File: config.mk
export PLATFORM = sky130hd
export DESIGN_NAME = swipe_palm_gesture_engine
export DESIGN_NICKNAME = d
export VERILOG_FILES = /design/src/logic/gesture_pkg.sv /design/src/logic/swipe_eval.sv /design/src/logic/swipe_palm_gesture_engine.sv
export SDC_FILE = /design/constraint.sdc
export NUM_CORES = 2
export LEC_CHECK = 0
export BUFFER_PORTS_ARGS = -buffer_cell sky130_fd_sc_hd__buf_2
export CORE_MARGIN = 2
export CORE_UTILIZATION = 45
export CTS_CLUSTER_DIAMETER = 60
export DETAILED_ROUTE_END_ITERATION = 16
export GPL_ROUTABILITY_DRIVEN = 0
export PLACE_DENSITY = 0.6
export SLEW_MARGIN = 25
export SYNTH_ARGS = -nofsm -noshare
export SYNTH_HDL_FRONTEND = slang
export SYNTH_SLANG_ARGS = --single-unit
File: constraint.sdc
create_clock -name mclk_i -period 19.05 [get_ports mclk_i]
set_input_delay 1.905 -clock mclk_i [delete_from_list [all_inputs] [get_ports mclk_i]]
set_output_delay 1.905 -clock mclk_i [all_outputs]
set_load 0.005 [all_outputs]
File: src/logic/gesture_pkg.sv
// Overview of operation
// [RULE1] positive swipe moves away from origin, negative toward it
// [RULE2] swipe axis is the axis the motion runs roughly parallel to
// [RULE3] swipe needs initial distance per axis from the start coordinate
// [RULE4] initial distance must be covered within swipe time from touch start
// [RULE5] start-to-qualify line must be within angle threshold of some axis
// [RULE6] directional swipe output pulses for exactly one sensing cycle
// [RULE7] per-cycle relative X and Y movement is reported throughout
// [RULE8] angle threshold is 64 times tangent, compared as scaled slope
// [RULE9] swipe places its relative X/Y movement into gesture X/Y
// [RULE10] host may set 45 degrees and judge swipes from gesture X/Y
// [RULE11] swipe-hold needs movement under tap distance for full hold time
// [RULE12] swipe-hold output stays set until the finger lifts
// [RULE13] hold disabled: further swipes on consecutive distance and angle
// [RULE14] consecutive swipes ignore the swipe time limit
// [RULE15] same axis uses consecutive distance, other axis initial distance
// [RULE16] palm reported when touched channel count reaches palm threshold
// [RULE17] palm stays set until no channel is touched
// [RULE18] palm threshold should exceed the largest ordinary touch
// [RULE19] each gesture reported only when its enable bit is set (consecutive swipes skip the swipe enable check)
// [RULE20] second finger ignored, only first finger data evaluated
// [RULE21] hold time counted in ms, only while within tap distance
// [RULE22] finger release clears all per-touch swipe tracking state
// [RULE23] all conditions evaluated once per sensing cycle
// Purpose: constants and types for the swipe and palm gesture engine
// Assumes: coordinates are 16 bit pixels, times in ms ticks
// Notes:   register offsets are byte addresses on an axi4-lite slave
package gesture_pkg;

  localparam logic [7:0] REG_CTRL      = 8'h00;
  localparam logic [7:0] REG_INIT_DIST = 8'h04;
  localparam logic [7:0] REG_CONS_DIST = 8'h08;
  localparam logic [7:0] REG_TIMES     = 8'h0C;
  localparam logic [7:0] REG_ANGLE_TAP = 8'h10;
  localparam logic [7:0] REG_STATUS    = 8'h14;
  localparam logic [7:0] REG_GEST_XY   = 8'h18;
  localparam logic [7:0] REG_REL_XY    = 8'h1C;

  // ctrl field positions
  localparam int CTRL_EN_SWIPE = 0;
  localparam int CTRL_EN_HOLD  = 1;
  localparam int CTRL_EN_PALM  = 2;
  localparam int CTRL_PALM_LSB = 8;

  localparam logic [31:0] CTRL_RESET      = 32'h0000_0000;
  localparam logic [31:0] INIT_DIST_RESET = 32'h0064_0064;
  localparam logic [31:0] CONS_DIST_RESET = 32'h0032_0032;
  localparam logic [31:0] TIMES_RESET     = 32'h012C_0096;
  localparam logic [31:0] ANGLE_TAP_RESET = 32'h0032_0017;

  localparam int ANGLE_SCALE_SHIFT = 6;
  localparam logic [1:0] AXI_OKAY   = 2'b00;
  localparam logic [1:0] AXI_SLVERR = 2'b10;

  typedef struct packed {
    logic        valid;
    logic        touched;
    logic [15:0] x;
    logic [15:0] y;
    logic [7:0]  chan_count;
  } frame_s;

  typedef struct packed {
    logic xpos;
    logic xneg;
    logic ypos;
    logic yneg;
  } dir_s;

  typedef enum logic [1:0] {
    ST_IDLE  = 2'b00,
    ST_TRACK = 2'b01,
    ST_SWIPED = 2'b11,
    ST_HELD  = 2'b10
  } swipe_state_e;

endpackage : gesture_pkg

File: src/logic/swipe_eval.sv
// Purpose: combinational swipe qualification for one displacement
// Assumes: displacement is signed, thresholds are pixels
// Notes:   slope compared by cross multiply, no divider needed
`timescale 1ns/1ps
`default_nettype none
module swipe_eval
  import gesture_pkg::*;
(
  input  wire logic signed [16:0] dx_i,
  input  wire logic signed [16:0] dy_i,
  input  wire logic        [15:0] x_dist_i,
  input  wire logic        [15:0] y_dist_i,
  input  wire logic        [15:0] angle_i,
  output logic                    hit_o,
  output dir_s                    dir_o
);
  logic [16:0] ax;
  logic [16:0] ay;
  logic [33:0] ax_s;
  logic [33:0] ay_s;
  logic [33:0] ax_t;
  logic [33:0] ay_t;
  logic        x_ok;
  logic        y_ok;

  always_comb
  begin
    ax   = dx_i[16] ? 17'(-dx_i) : 17'(dx_i);
    ay   = dy_i[16] ? 17'(-dy_i) : 17'(dy_i);
    ax_s = {17'h0_0000, ax} << ANGLE_SCALE_SHIFT;
    ay_s = {17'h0_0000, ay} << ANGLE_SCALE_SHIFT;
    ax_t = 34'(ax) * 34'(angle_i);
    ay_t = 34'(ay) * 34'(angle_i);
    // 64*dy <= angle*dx means within angle of x axis
    x_ok = (ax >= {1'b0, x_dist_i}) && (ay_s <= ax_t); // [RULE3] [RULE5] [RULE8] [RULE2]
    y_ok = (ay >= {1'b0, y_dist_i}) && (ax_s <= ay_t); // [RULE3] [RULE5] [RULE8] [RULE2]
    hit_o = x_ok || y_ok;
    dir_o.xpos = x_ok && !dx_i[16]; // [RULE1]
    dir_o.xneg = x_ok && dx_i[16];
    dir_o.ypos = !x_ok && y_ok && !dy_i[16];
    dir_o.yneg = !x_ok && y_ok && dy_i[16];
  end
endmodule : swipe_eval
`default_nettype wire

File: src/logic/swipe_palm_gesture_engine.sv
// Purpose: swipe, swipe-hold, consecutive swipe and palm detection
// Assumes: one frame_i.valid pulse per sensing cycle, ms_tick_i each ms
// Notes:   axi4-lite slave holds settings and results
//
// Design decisions made here: the placing of the registers and the AXI4-Lite interface to the registers.
`timescale 1ns/1ps
`default_nettype none
module swipe_palm_gesture_engine
  import gesture_pkg::*;
(
  input  wire logic        mclk_i,
  input  wire logic        reset_i,
  input  wire logic        ce_i,
  input  wire logic        ms_tick_i,
  input  wire frame_s      frame_i,
  output dir_s             swipe_o,
  output dir_s             swipe_hold_o,
  output logic             palm_o,
  input  wire logic        awvalid,
  output logic             awready,
  input  wire logic [7:0]  awaddr,
  input  wire logic        wvalid,
  output logic             wready,
  input  wire logic [31:0] wdata,
  input  wire logic [3:0]  wstrb,
  output logic             bvalid,
  input  wire logic        bready,
  output logic [1:0]       bresp,
  input  wire logic        arvalid,
  output logic             arready,
  input  wire logic [7:0]  araddr,
  output logic             rvalid,
  input  wire logic        rready,
  output logic [31:0]      rdata,
  output logic [1:0]       rresp
);
  function automatic logic [31:0] merge(input logic [31:0] o, input logic [31:0] n,
                                        input logic [3:0] s);
    logic [31:0] r;
    r = o;
    for (int i = 0; i < 4; i++)
      if (s[i]) r[i*8 +: 8] = n[i*8 +: 8];
    return r;
  endfunction : merge

  function automatic logic signed [16:0] diff(input logic [15:0] a, input logic [15:0] b);
    return 17'($signed({1'b0, a}) - $signed({1'b0, b}));
  endfunction : diff

  logic [31:0] ctrl, init_dist, cons_dist, times, angle_tap;
  logic [31:0] next_ctrl, next_init_dist, next_cons_dist, next_times, next_angle_tap;
  logic        aw_got, w_got, next_aw_got, next_w_got;
  logic [7:0]  aw_q, next_aw_q;
  logic [31:0] w_q, next_w_q;
  logic [3:0]  s_q, next_s_q;
  logic        next_bvalid, next_rvalid;
  logic [1:0]  next_bresp, next_rresp;
  logic [31:0] next_rdata;

  swipe_state_e state, next_state;
  logic [15:0] sx, sy, lx, ly, px, py, hx, hy;
  logic [15:0] next_sx, next_sy, next_lx, next_ly, next_px, next_py, next_hx, next_hy;
  logic [15:0] t_ms, next_t_ms;
  logic        last_x, next_last_x;
  dir_s        next_swipe, hold_dir, next_hold_dir, next_swipe_hold;
  logic        next_palm;
  logic [15:0] rel_x, rel_y, gx, gy, next_rel_x, next_rel_y, next_gx, next_gy;

  logic        w_fire;
  logic        hit_a, hit_c;
  dir_s        dir_a, dir_c;
  logic [15:0] cx_dist, cy_dist;
  logic signed [16:0] hdx, hdy;
  logic [16:0] ahx, ahy;

  // initial from start point, consecutive from last swipe point
  swipe_eval u_eval_init (
    .dx_i     (diff(frame_i.x, sx)),
    .dy_i     (diff(frame_i.y, sy)),
    .x_dist_i (init_dist[15:0]),
    .y_dist_i (init_dist[31:16]),
    .angle_i  (angle_tap[15:0]),
    .hit_o    (hit_a),
    .dir_o    (dir_a)
  );
  swipe_eval u_eval_cons (
    .dx_i     (diff(frame_i.x, px)),
    .dy_i     (diff(frame_i.y, py)),
    .x_dist_i (cx_dist),
    .y_dist_i (cy_dist),
    .angle_i  (angle_tap[15:0]),
    .hit_o    (hit_c),
    .dir_o    (dir_c)
  );

  always_comb
  begin
    cx_dist = last_x ? cons_dist[15:0] : init_dist[15:0]; // [RULE15]
    cy_dist = last_x ? init_dist[31:16] : cons_dist[31:16]; // [RULE15]
    hdx = diff(frame_i.x, hx);
    hdy = diff(frame_i.y, hy);
    ahx = hdx[16] ? 17'(-hdx) : 17'(hdx);
    ahy = hdy[16] ? 17'(-hdy) : 17'(hdy);
  end

  // gesture engine next state
  always_comb
  begin
    next_state = state;
    next_sx = sx; next_sy = sy; next_lx = lx; next_ly = ly;
    next_px = px; next_py = py; next_hx = hx; next_hy = hy;
    next_t_ms = t_ms;
    next_last_x = last_x;
    next_hold_dir = hold_dir;
    next_swipe = swipe_o;
    next_swipe_hold = swipe_hold_o;
    next_palm = palm_o;
    next_rel_x = rel_x; next_rel_y = rel_y; next_gx = gx; next_gy = gy;
    if (ms_tick_i && t_ms != 16'hFFFF)
      next_t_ms = t_ms + 16'h0001; // [RULE4] [RULE21]
    if (frame_i.valid) // [RULE23]
    begin
      // pulse lasts one sensing cycle, cleared at next frame
      next_swipe = '0; // [RULE6]
      // palm uses channel count, independent of finger tracking
      if (ctrl[CTRL_EN_PALM] && frame_i.chan_count >= ctrl[CTRL_PALM_LSB +: 8]
          && frame_i.chan_count != 8'h00)
        next_palm = 1'b1; // [RULE16] [RULE19]
      else if (frame_i.chan_count == 8'h00)
        next_palm = 1'b0; // [RULE17]
      if (!frame_i.touched)
      begin
        // release wipes all per-touch tracking
        next_state = ST_IDLE; // [RULE22]
        next_t_ms = '0;
        next_swipe_hold = '0; // [RULE12]
        next_rel_x = '0;
        next_rel_y = '0;
      end
      else
      begin
        // frame x/y is always the first finger, later fingers ignored
        next_rel_x = 16'(diff(frame_i.x, lx)); // [RULE7] [RULE20]
        next_rel_y = 16'(diff(frame_i.y, ly)); // [RULE7]
        next_lx = frame_i.x;
        next_ly = frame_i.y;
        case (state)
          ST_IDLE:
          begin
            next_sx = frame_i.x; next_sy = frame_i.y;
            next_rel_x = '0; next_rel_y = '0;
            next_t_ms = '0;
            next_state = ST_TRACK;
          end
          ST_TRACK:
          begin
            if (hit_a && t_ms <= times[15:0] && ctrl[CTRL_EN_SWIPE]) // [RULE4] [RULE19]
            begin
              next_swipe = dir_a; // [RULE6]
              next_gx = 16'(diff(frame_i.x, sx)); // [RULE9]
              next_gy = 16'(diff(frame_i.y, sy)); // [RULE9]
              next_last_x = dir_a.xpos | dir_a.xneg;
              next_hold_dir = dir_a;
              next_px = frame_i.x; next_py = frame_i.y;
              next_hx = frame_i.x; next_hy = frame_i.y;
              next_t_ms = '0;
              next_state = ST_SWIPED;
            end
          end
          ST_SWIPED:
          begin
            if (ctrl[CTRL_EN_HOLD])
            begin
              if (ahx >= {1'b0, angle_tap[31:16]} || ahy >= {1'b0, angle_tap[31:16]})
              begin
                next_hx = frame_i.x; next_hy = frame_i.y; // [RULE21]
                next_t_ms = '0;
              end
              else if (t_ms >= times[31:16])
              begin
                next_swipe_hold = hold_dir; // [RULE11]
                next_state = ST_HELD;
              end
            end
            else if (hit_c) // [RULE13] [RULE14]
            begin
              next_swipe = dir_c;
              next_gx = 16'(diff(frame_i.x, px));
              next_gy = 16'(diff(frame_i.y, py));
              next_last_x = dir_c.xpos | dir_c.xneg;
              next_px = frame_i.x; next_py = frame_i.y;
            end
          end
          ST_HELD: next_state = ST_HELD; // [RULE12]
          default: next_state = ST_IDLE;
        endcase
      end
    end
  end

  always_ff @(posedge mclk_i)
  begin
    if (reset_i)
    begin
      state <= ST_IDLE;
      sx <= '0; sy <= '0; lx <= '0; ly <= '0;
      px <= '0; py <= '0; hx <= '0; hy <= '0;
      t_ms <= '0; last_x <= 1'b0;
      hold_dir <= '0; swipe_o <= '0; swipe_hold_o <= '0; palm_o <= 1'b0;
      rel_x <= '0; rel_y <= '0; gx <= '0; gy <= '0;
    end
    else if (ce_i)
    begin
      state <= next_state;
      sx <= next_sx; sy <= next_sy; lx <= next_lx; ly <= next_ly;
      px <= next_px; py <= next_py; hx <= next_hx; hy <= next_hy;
      t_ms <= next_t_ms; last_x <= next_last_x;
      hold_dir <= next_hold_dir;
      swipe_o <= next_swipe;
      swipe_hold_o <= next_swipe_hold; palm_o <= next_palm;
      rel_x <= next_rel_x; rel_y <= next_rel_y; gx <= next_gx; gy <= next_gy;
    end
  end

  // axi4-lite slave, address and data accepted in either order
  always_comb
  begin
    awready = !aw_got && !bvalid;
    wready  = !w_got && !bvalid;
    arready = !rvalid;
    next_aw_got = aw_got; next_w_got = w_got;
    next_aw_q = aw_q; next_w_q = w_q; next_s_q = s_q;
    next_bvalid = bvalid; next_bresp = bresp;
    next_rvalid = rvalid; next_rresp = rresp; next_rdata = rdata;
    next_ctrl = ctrl; next_init_dist = init_dist; next_cons_dist = cons_dist;
    next_times = times; next_angle_tap = angle_tap;
    if (awvalid && awready)
    begin
      next_aw_got = 1'b1;
      next_aw_q = awaddr;
    end
    if (wvalid && wready)
    begin
      next_w_got = 1'b1;
      next_w_q = wdata;
      next_s_q = wstrb;
    end
    w_fire = next_aw_got && next_w_got && !bvalid;
    if (w_fire)
    begin
      next_aw_got = 1'b0; next_w_got = 1'b0;
      next_bvalid = 1'b1;
      next_bresp = AXI_OKAY;
      if (next_aw_q == REG_CTRL)
        next_ctrl = merge(ctrl, next_w_q, next_s_q);
      else if (next_aw_q == REG_INIT_DIST)
        next_init_dist = merge(init_dist, next_w_q, next_s_q);
      else if (next_aw_q == REG_CONS_DIST)
        next_cons_dist = merge(cons_dist, next_w_q, next_s_q);
      else if (next_aw_q == REG_TIMES)
        next_times = merge(times, next_w_q, next_s_q);
      else if (next_aw_q == REG_ANGLE_TAP)
        next_angle_tap = merge(angle_tap, next_w_q, next_s_q);
      else if (next_aw_q == REG_STATUS || next_aw_q == REG_GEST_XY || next_aw_q == REG_REL_XY)
        next_bresp = AXI_OKAY;
      else
        next_bresp = AXI_SLVERR;
    end
    else if (bvalid && bready)
      next_bvalid = 1'b0;
    if (arvalid && arready)
    begin
      next_rvalid = 1'b1;
      next_rresp = AXI_OKAY;
      if (araddr == REG_CTRL) next_rdata = ctrl;
      else if (araddr == REG_INIT_DIST) next_rdata = init_dist;
      else if (araddr == REG_CONS_DIST) next_rdata = cons_dist;
      else if (araddr == REG_TIMES) next_rdata = times;
      else if (araddr == REG_ANGLE_TAP) next_rdata = angle_tap;
      else if (araddr == REG_STATUS)
        next_rdata = {21'h0, palm_o, 2'(state), swipe_hold_o, swipe_o};
      else if (araddr == REG_GEST_XY) next_rdata = {gy, gx};
      else if (araddr == REG_REL_XY) next_rdata = {rel_y, rel_x};
      else
      begin
        next_rdata = 32'h0000_0000;
        next_rresp = AXI_SLVERR;
      end
    end
    else if (rvalid && rready)
      next_rvalid = 1'b0;
  end

  always_ff @(posedge mclk_i)
  begin
    if (reset_i)
    begin
      aw_got <= 1'b0; w_got <= 1'b0; aw_q <= '0; w_q <= '0; s_q <= '0;
      bvalid <= 1'b0; bresp <= AXI_OKAY; rvalid <= 1'b0; rresp <= AXI_OKAY;
      rdata <= '0;
      ctrl <= CTRL_RESET; init_dist <= INIT_DIST_RESET; cons_dist <= CONS_DIST_RESET;
      times <= TIMES_RESET; angle_tap <= ANGLE_TAP_RESET;
    end
    else if (ce_i)
    begin
      aw_got <= next_aw_got; w_got <= next_w_got; aw_q <= next_aw_q;
      w_q <= next_w_q; s_q <= next_s_q;
      bvalid <= next_bvalid; bresp <= next_bresp;
      rvalid <= next_rvalid; rresp <= next_rresp; rdata <= next_rdata;
      ctrl <= next_ctrl; init_dist <= next_init_dist; cons_dist <= next_cons_dist;
      times <= next_times; angle_tap <= next_angle_tap;
    end
  end
endmodule : swipe_palm_gesture_engine
`default_nettype wire

* Yosys cells after proc, flatten, opt, wreduce, memory -nomap -nowiden
Cells that the tools add are included.
** Operators by class
- Add/subtract/negate cells :: 15
- Bitwise logic cells :: 6
- Equal/unequal tests :: 31
- Order comparisons :: 13
- Multiplexer cells :: 96
- Multiply operators :: 4
- Reductions and logical operators :: 85
** Operators by type and width (count)
- two-way mux 16 bit :: 28
- two-way mux 32 bit :: 9
- case mux 16 bit (2 select lines) :: 6
- <= comparator 23 x 33 -> 1 bit :: 4
- multiplier 17 x 16 -> 33 bit :: 4
- >= comparator 17 x 16 -> 1 bit :: 6
- two-way mux 17 bit :: 6
- negator 17 bit :: 6
- subtractor 16 x 16 -> 17 bit :: 6
- == test 8 x 5 -> 1 bit, second input constant :: 8
- case mux 16 bit (3 select lines) :: 1
- AND reduction 7 bit :: 6
- two-way mux 4 bit :: 10
- two-way mux 2 bit :: 19
- AND reduction 6 bit :: 6
- == test 8 x 4 -> 1 bit, second input constant :: 4
- AND reduction 8 bit :: 4
- subtractor 16 bit :: 2
- logical AND 1 bit :: 28
- AND reduction 5 bit :: 5
- zero test 8 bit :: 3
- AND reduction 4 bit :: 5
- adder 16 x 1 -> 16 bit, second input constant :: 1
- == test 8 x 3 -> 1 bit, second input constant :: 2
- other kinds (23) :: 71
** Storage, ports and cells
- Register bits after elaboration :: 468
- Input bits :: 103
- Output and inout bits :: 50

* Depth between registers and ports, before layout
- Depth in word-level cells :: 13
- Mapped depth :: 52
- Gate-level depth less buffers :: 47

* Modules after synthesis
A second synthesis with hierarchy kept.
** Unflattened totals
- Cells, all modules :: 8304
- Area total of the unflattened synthesis :: 68310.5 sq um
** Modules (own cells, without submodules)
- swipe_palm_gesture_engine :: cells an instance 3437, times used 1, area each 27228.6 sq um
- swipe_eval at u_eval_cons :: cells an instance 2447, times used 1, area each 20569.7 sq um
- swipe_eval at u_eval_init :: cells an instance 2420, times used 1, area each 20512.2 sq um

* Worst setup path after synthesis
Ideal clock, no wire load.
- Path kind :: input port to flip-flop
- Start point :: input frame_i[8] (netlist bit)
- End point :: register gx[10]
- Slack :: 6.338 ns
- Required time :: 18.929 ns
- Cell stages on the path :: 48
- Arrival :: 12.590 ns
- Path through :: inv_1 > ha_1 > inv_1 > fa_1 > a21oi_1 > o22ai_1 > o41ai_1 > o21bai_1 > a21o_1 > and2_1 > o22ai_1 > nand2_1 > xnor2_1 > clkbuf_1 > nand2_1 > fa_1 > fa_1 > inv_1 > [12 not listed] > o21ai_0 > nand3_1 > nand2_1 > xnor2_1 > ha_1 > o21ai_0 > o21ai_0 > nor2b_1 > a2111o_1 > nor4_1 > nand4_1 > a211oi_1 > o2111ai_1 > o311a_1 > nor3b_2 > buf_6 > buf_6 > mux2_4
** Between the ends
- Word-level cells in the longest chain between the ends :: 11
** Ends and longest elaborated chain
- from (decl) :: RTL line swipe_palm_gesture_engine.sv:15 : input wire frame_s frame_i,
- subtractor 16 x 16 -> 17 bit
- negator 17 bit :: RTL line swipe_eval.sv:29 : ay = dy_i[16] ? 17'(-dy_i) : 17'(dy_i);
- two-way mux 17 bit :: RTL line swipe_eval.sv:29
- multiplier 17 x 16 -> 33 bit :: RTL line swipe_eval.sv:33 : ay_t = 34'(ay) * 34'(angle_i);
- <= comparator 23 x 33 -> 1 bit :: RTL line swipe_eval.sv:36 : y_ok = (ay >= {1'b0, y_dist_i}) && (ax_s <= ay_t);
- logical AND 1 bit :: RTL line swipe_eval.sv:36
- logical OR 1 bit :: RTL line swipe_eval.sv:37 : hit_o = x_ok || y_ok;
- logical AND 1 bit (2 in series) :: RTL line swipe_palm_gesture_engine.sv:157 : if (hit_a && t_ms <= times[15:0] && ctrl[CTRL_EN_SWIPE])
- != test 2 bit (no line)
- AND reduction 7 bit (no line) (*)
- to (signal assigned) :: RTL line swipe_palm_gesture_engine.sv:221 : rel_x <= next_rel_x; rel_y <= next_rel_y; gx <= next_gx; gy <= next_gy;
- to (decl) :: RTL line swipe_palm_gesture_engine.sv:67 : logic [15:0] rel_x, rel_y, gx, gy, next_rel_x, next_rel_y, next_gx, next_gy;
Mark *: on every way between the ends. The rest lies on a longest branch, timed or not.
A chain may end at the register's enable or synchronous reset.

* Worst setup path in the final report
- Start point :: input frame_i[8] (netlist bit)
- End point :: register gy[9]
** Between the ends
- Word-level cells in the longest chain between the ends :: 11
** Ends and longest elaborated chain
- subtractor 16 x 16 -> 17 bit :: RTL line swipe_palm_gesture_engine.sv:47 : return 17'($signed({1'b0, a}) - $signed({1'b0, b}));
- negator 17 bit :: RTL line swipe_eval.sv:29
- two-way mux 17 bit :: RTL line swipe_eval.sv:29
- multiplier 17 x 16 -> 33 bit :: RTL line swipe_eval.sv:33
- <= comparator 23 x 33 -> 1 bit :: RTL line swipe_eval.sv:36
- logical AND 1 bit :: RTL line swipe_eval.sv:36
- logical OR 1 bit :: RTL line swipe_eval.sv:37
- logical AND 1 bit (2 in series) :: RTL line swipe_palm_gesture_engine.sv:157
- != test 2 bit (no line)
- AND reduction 7 bit (no line)
- to (signal assigned) :: RTL line swipe_palm_gesture_engine.sv:221
- to (decl) :: RTL line swipe_palm_gesture_engine.sv:67
Several ways; a longest one is shown, not always the timed one. The select of a mux whose other input is x is not followed.

==> results.toml <==
[critical_path]
critPathRequiredTime_ns = 19.55
worst_ep_arrival_time_ns = 15.37
crit_type = "primary input to flip-flop"
crit_path_top_delay_cell = "buf_4"
critPathTopFamily = "compound AO/OA/AOI/OAI gates"
start_kind = "primary input"
r2r_start = "py[0]$_SDFFE_PP0P_"
r2r_setup_slack_ns = 5.43
cp_max_fo = 63
cp-end-kind = "flip-flop"
startpoint = "frame_i[8]"
path_buf_inv = 9
slowest_delay_ns = 0.80

[clock_tree]
cts-root-buf = "clkbuf_16"
cts_buffer_depth = 3
clkLatencyLatePin_ns = 0.64
cts_buffers = 48
cts_max_level = 2
clock_sinks = 466
post-cts-setup-buffers = 0
hold_buffers = 0
cts_resized = 0
tritoncts = "yes"
path_clk_slew_ns = 0.07

[cells_and_area]
fin_nets = 10238
final_cell_mix = "nand2_1 (1250), inv_1 (1223), fa_1 (840)"
drive_gt1_frac = 0.0644
syn2layout_area_growth_pct = 6.92
final_common_cell = "nand2_1"

[die]
start_util = 0.452
dieArea_mm2 = 0.159
die_width_um = 399
die_h_um = 399
pin_count = 153
fp-row-count = 145
core_area_mm2 = 0.156

[sta]
min_period_ns = 14.88
fin_setup_tns_ns = 0
hold_viol = 0
rsz0062_at_grt = "false"
final_max_slew_viol_count = 0
finalSetupViolCount = 0
worstMarginPinSlew_ns = 1.07
fin_crit_sh = 0.781
slew_headroom = 0.264
max_freq_mhz = 67.2
finalClockSkew_ns = 0.0412

[logic_synthesis]
avgSynthCellArea_um2 = 8.14
synth_largest_area_cell = "fa_1"
syn-instance-count = 8640
synth_top_area_frac = 0.239
syn_area_mm2 = 0.0703
synth-edff-count = 0
yosys_warnings = 0
synthTopCellsByArea = "fa_1 (24%), ha_1 (13%), dfxtp_1 (13%)"
async_reset_ff_frac = 0
synth_cell_type_count = 95
yosys_register_bits = 466
synth_ff_type = "dfxtp_1"
yosysSeqAreaShare = 0.133

[routing]
wire_per_inst_um = 21.6
antenna_left = 0
drc = 0
dr.pass1.iters = 8
drt_iter0_drc = 4845
routed_wl_um = 230000
vias = 61091
vias_per_cell = 5.74

[global_route]
overflow = 0
grt_max_degree = 109
gr-usage-all-layers = 0.289
antenna_found_initial = 5
grt_pass1_wl_um = 359000
grt_pass1_vias = 61566

[place]
hpwl_um = 174000
io_buffer_count = 150

[pwr]
p_per_area_mw_per_mm2 = 133
ir_drop_mv = 0.197
p_leak_nw = 34.9
power.total_mw = 9.99

[run]
drv_cap = 0

[worst_hold_path]
min_from = "aw_q[6]$_SDFFE_PP0P_"
worstHoldPathType = "flip-flop to flip-flop"

[outcome]
status = "complete, no violations"
routing by layer:
metal | vias to the layer above | part of all wire | global-route usage
li1 | 28279 | - | -
met3 | 465 | 0.069 | 0.0406
met1 | 30193 | 0.43 | 0.384
met4 | 4 | 0.056 | 0.140
met5 | - | 0.00012 | 0
met2 | 2150 | 0.45 | 0.461
worst register-to-register path: cells and delay by family, from the launching register on:
kind	cells	cell delay (ns)
buf+inv	7	1.29
mux	1	0.55
xor+xnor	2	0.36
simple gates	8	1.35
compound gates	19	5.70
flops	1	0.34
fa+ha+maj	10	3.92
power breakdown:
part | switching (mW) | internal, mW | total [mW]
sequential | 0.0125 | 0.993 | 1.01
clock | 0.462 | 0.547 | 1.01
combinational | 4.82 | 3.16 | 7.98
layout make-up:
| class | instances | area (um2) |
|---|---|---|
| Antenna cell | 3 | 7.51 |
| Multi-Input combinational cell | 6511 | 55200 |
| Clock buffer | 57 | 1270 |
| Sequential cell | 466 | 9350 |
| Clock inverter | 30 | 379 |
| Inverter | 1224 | 4600 |
| Timing Repair Buffer | 287 | 1800 |
| Fill cell | 15253 | 80500 |
| Tap cell | 2058 | 2570 |
through the flow:
step	hold slack (ns)	instances	cell area, um2	setup WS, ns	utilization
after floorplan	0.425	8641	70300	6.34	-
after global placement	0.441	10546	73500	3.97	0.472
after detailed placement	0.446	10546	73500	3.80	0.472
after CTS	0.455	10633	75100	4.38	0.483
after global routing	0.469	10634	75200	3.37	0.483
final	0.454	10636	75200	4.17	0.483
registers in the layout, indices dropped and copies added, names as in the netlist, 32 cells and up:
register and cells:
times 32, cons_dist 32, init_dist 32, ctrl 32, rdata 32, angle_tap 32
w_q 32
synthesized netlist by cell type, drive strengths merged (10+ instances only):
library cell,n
o31a,16
nand4,64
clkbuf,404
mux2,29
mux2i,183
nor4,26
a311oi,20
o22ai,24
o2111ai,11
o31ai,35
inv,1224
or2,25
o21ai,257
xnor2,138
fa,840
buf,36
a32oi,35
a22o,15
a21o,107
o21a,50
dfxtp,466
o311ai,10
xor2,123
nand2,1251
a211o,22
o211ai,70
and3,42
a22oi,46
or4,46
nor2,534
a2111oi,20
o21bai,40
nand3,118
nor2b,128
o41ai,12
and2,443
a21oi,421
a211oi,219
nor3,83
or3,18
nor3b,16
nand2b,55
ha,757
a31oi,35
logic make-up (layout without fill, tap and decap cells):
kind of cell    count (synthesis)  count (layout)  share of synthesized area
simple gates                 2888            2888                      0.193
mux                           212             212                     0.0310
flops                         466             466                      0.133
fa+ha+maj                    1597            1597                      0.374
buf+inv                      1664            1598                     0.0899
compound gates               1551            1551                      0.147
other cells                     1               5                  0.0000533
xor+xnor                      261             261                     0.0326
final timing paths:
path | cells after the start | end
worst max-delay path | 49 | gy[9]$_SDFFE_PP0P_
worst min-delay path | 2 | aw_q[6]$_SDFFE_PP0P_
worst max register to register | 47 | gy[9]$_SDFFE_PP0P_
worst min register to register | 2 | aw_q[6]$_SDFFE_PP0P_
(Power assumes the default switching activity.)
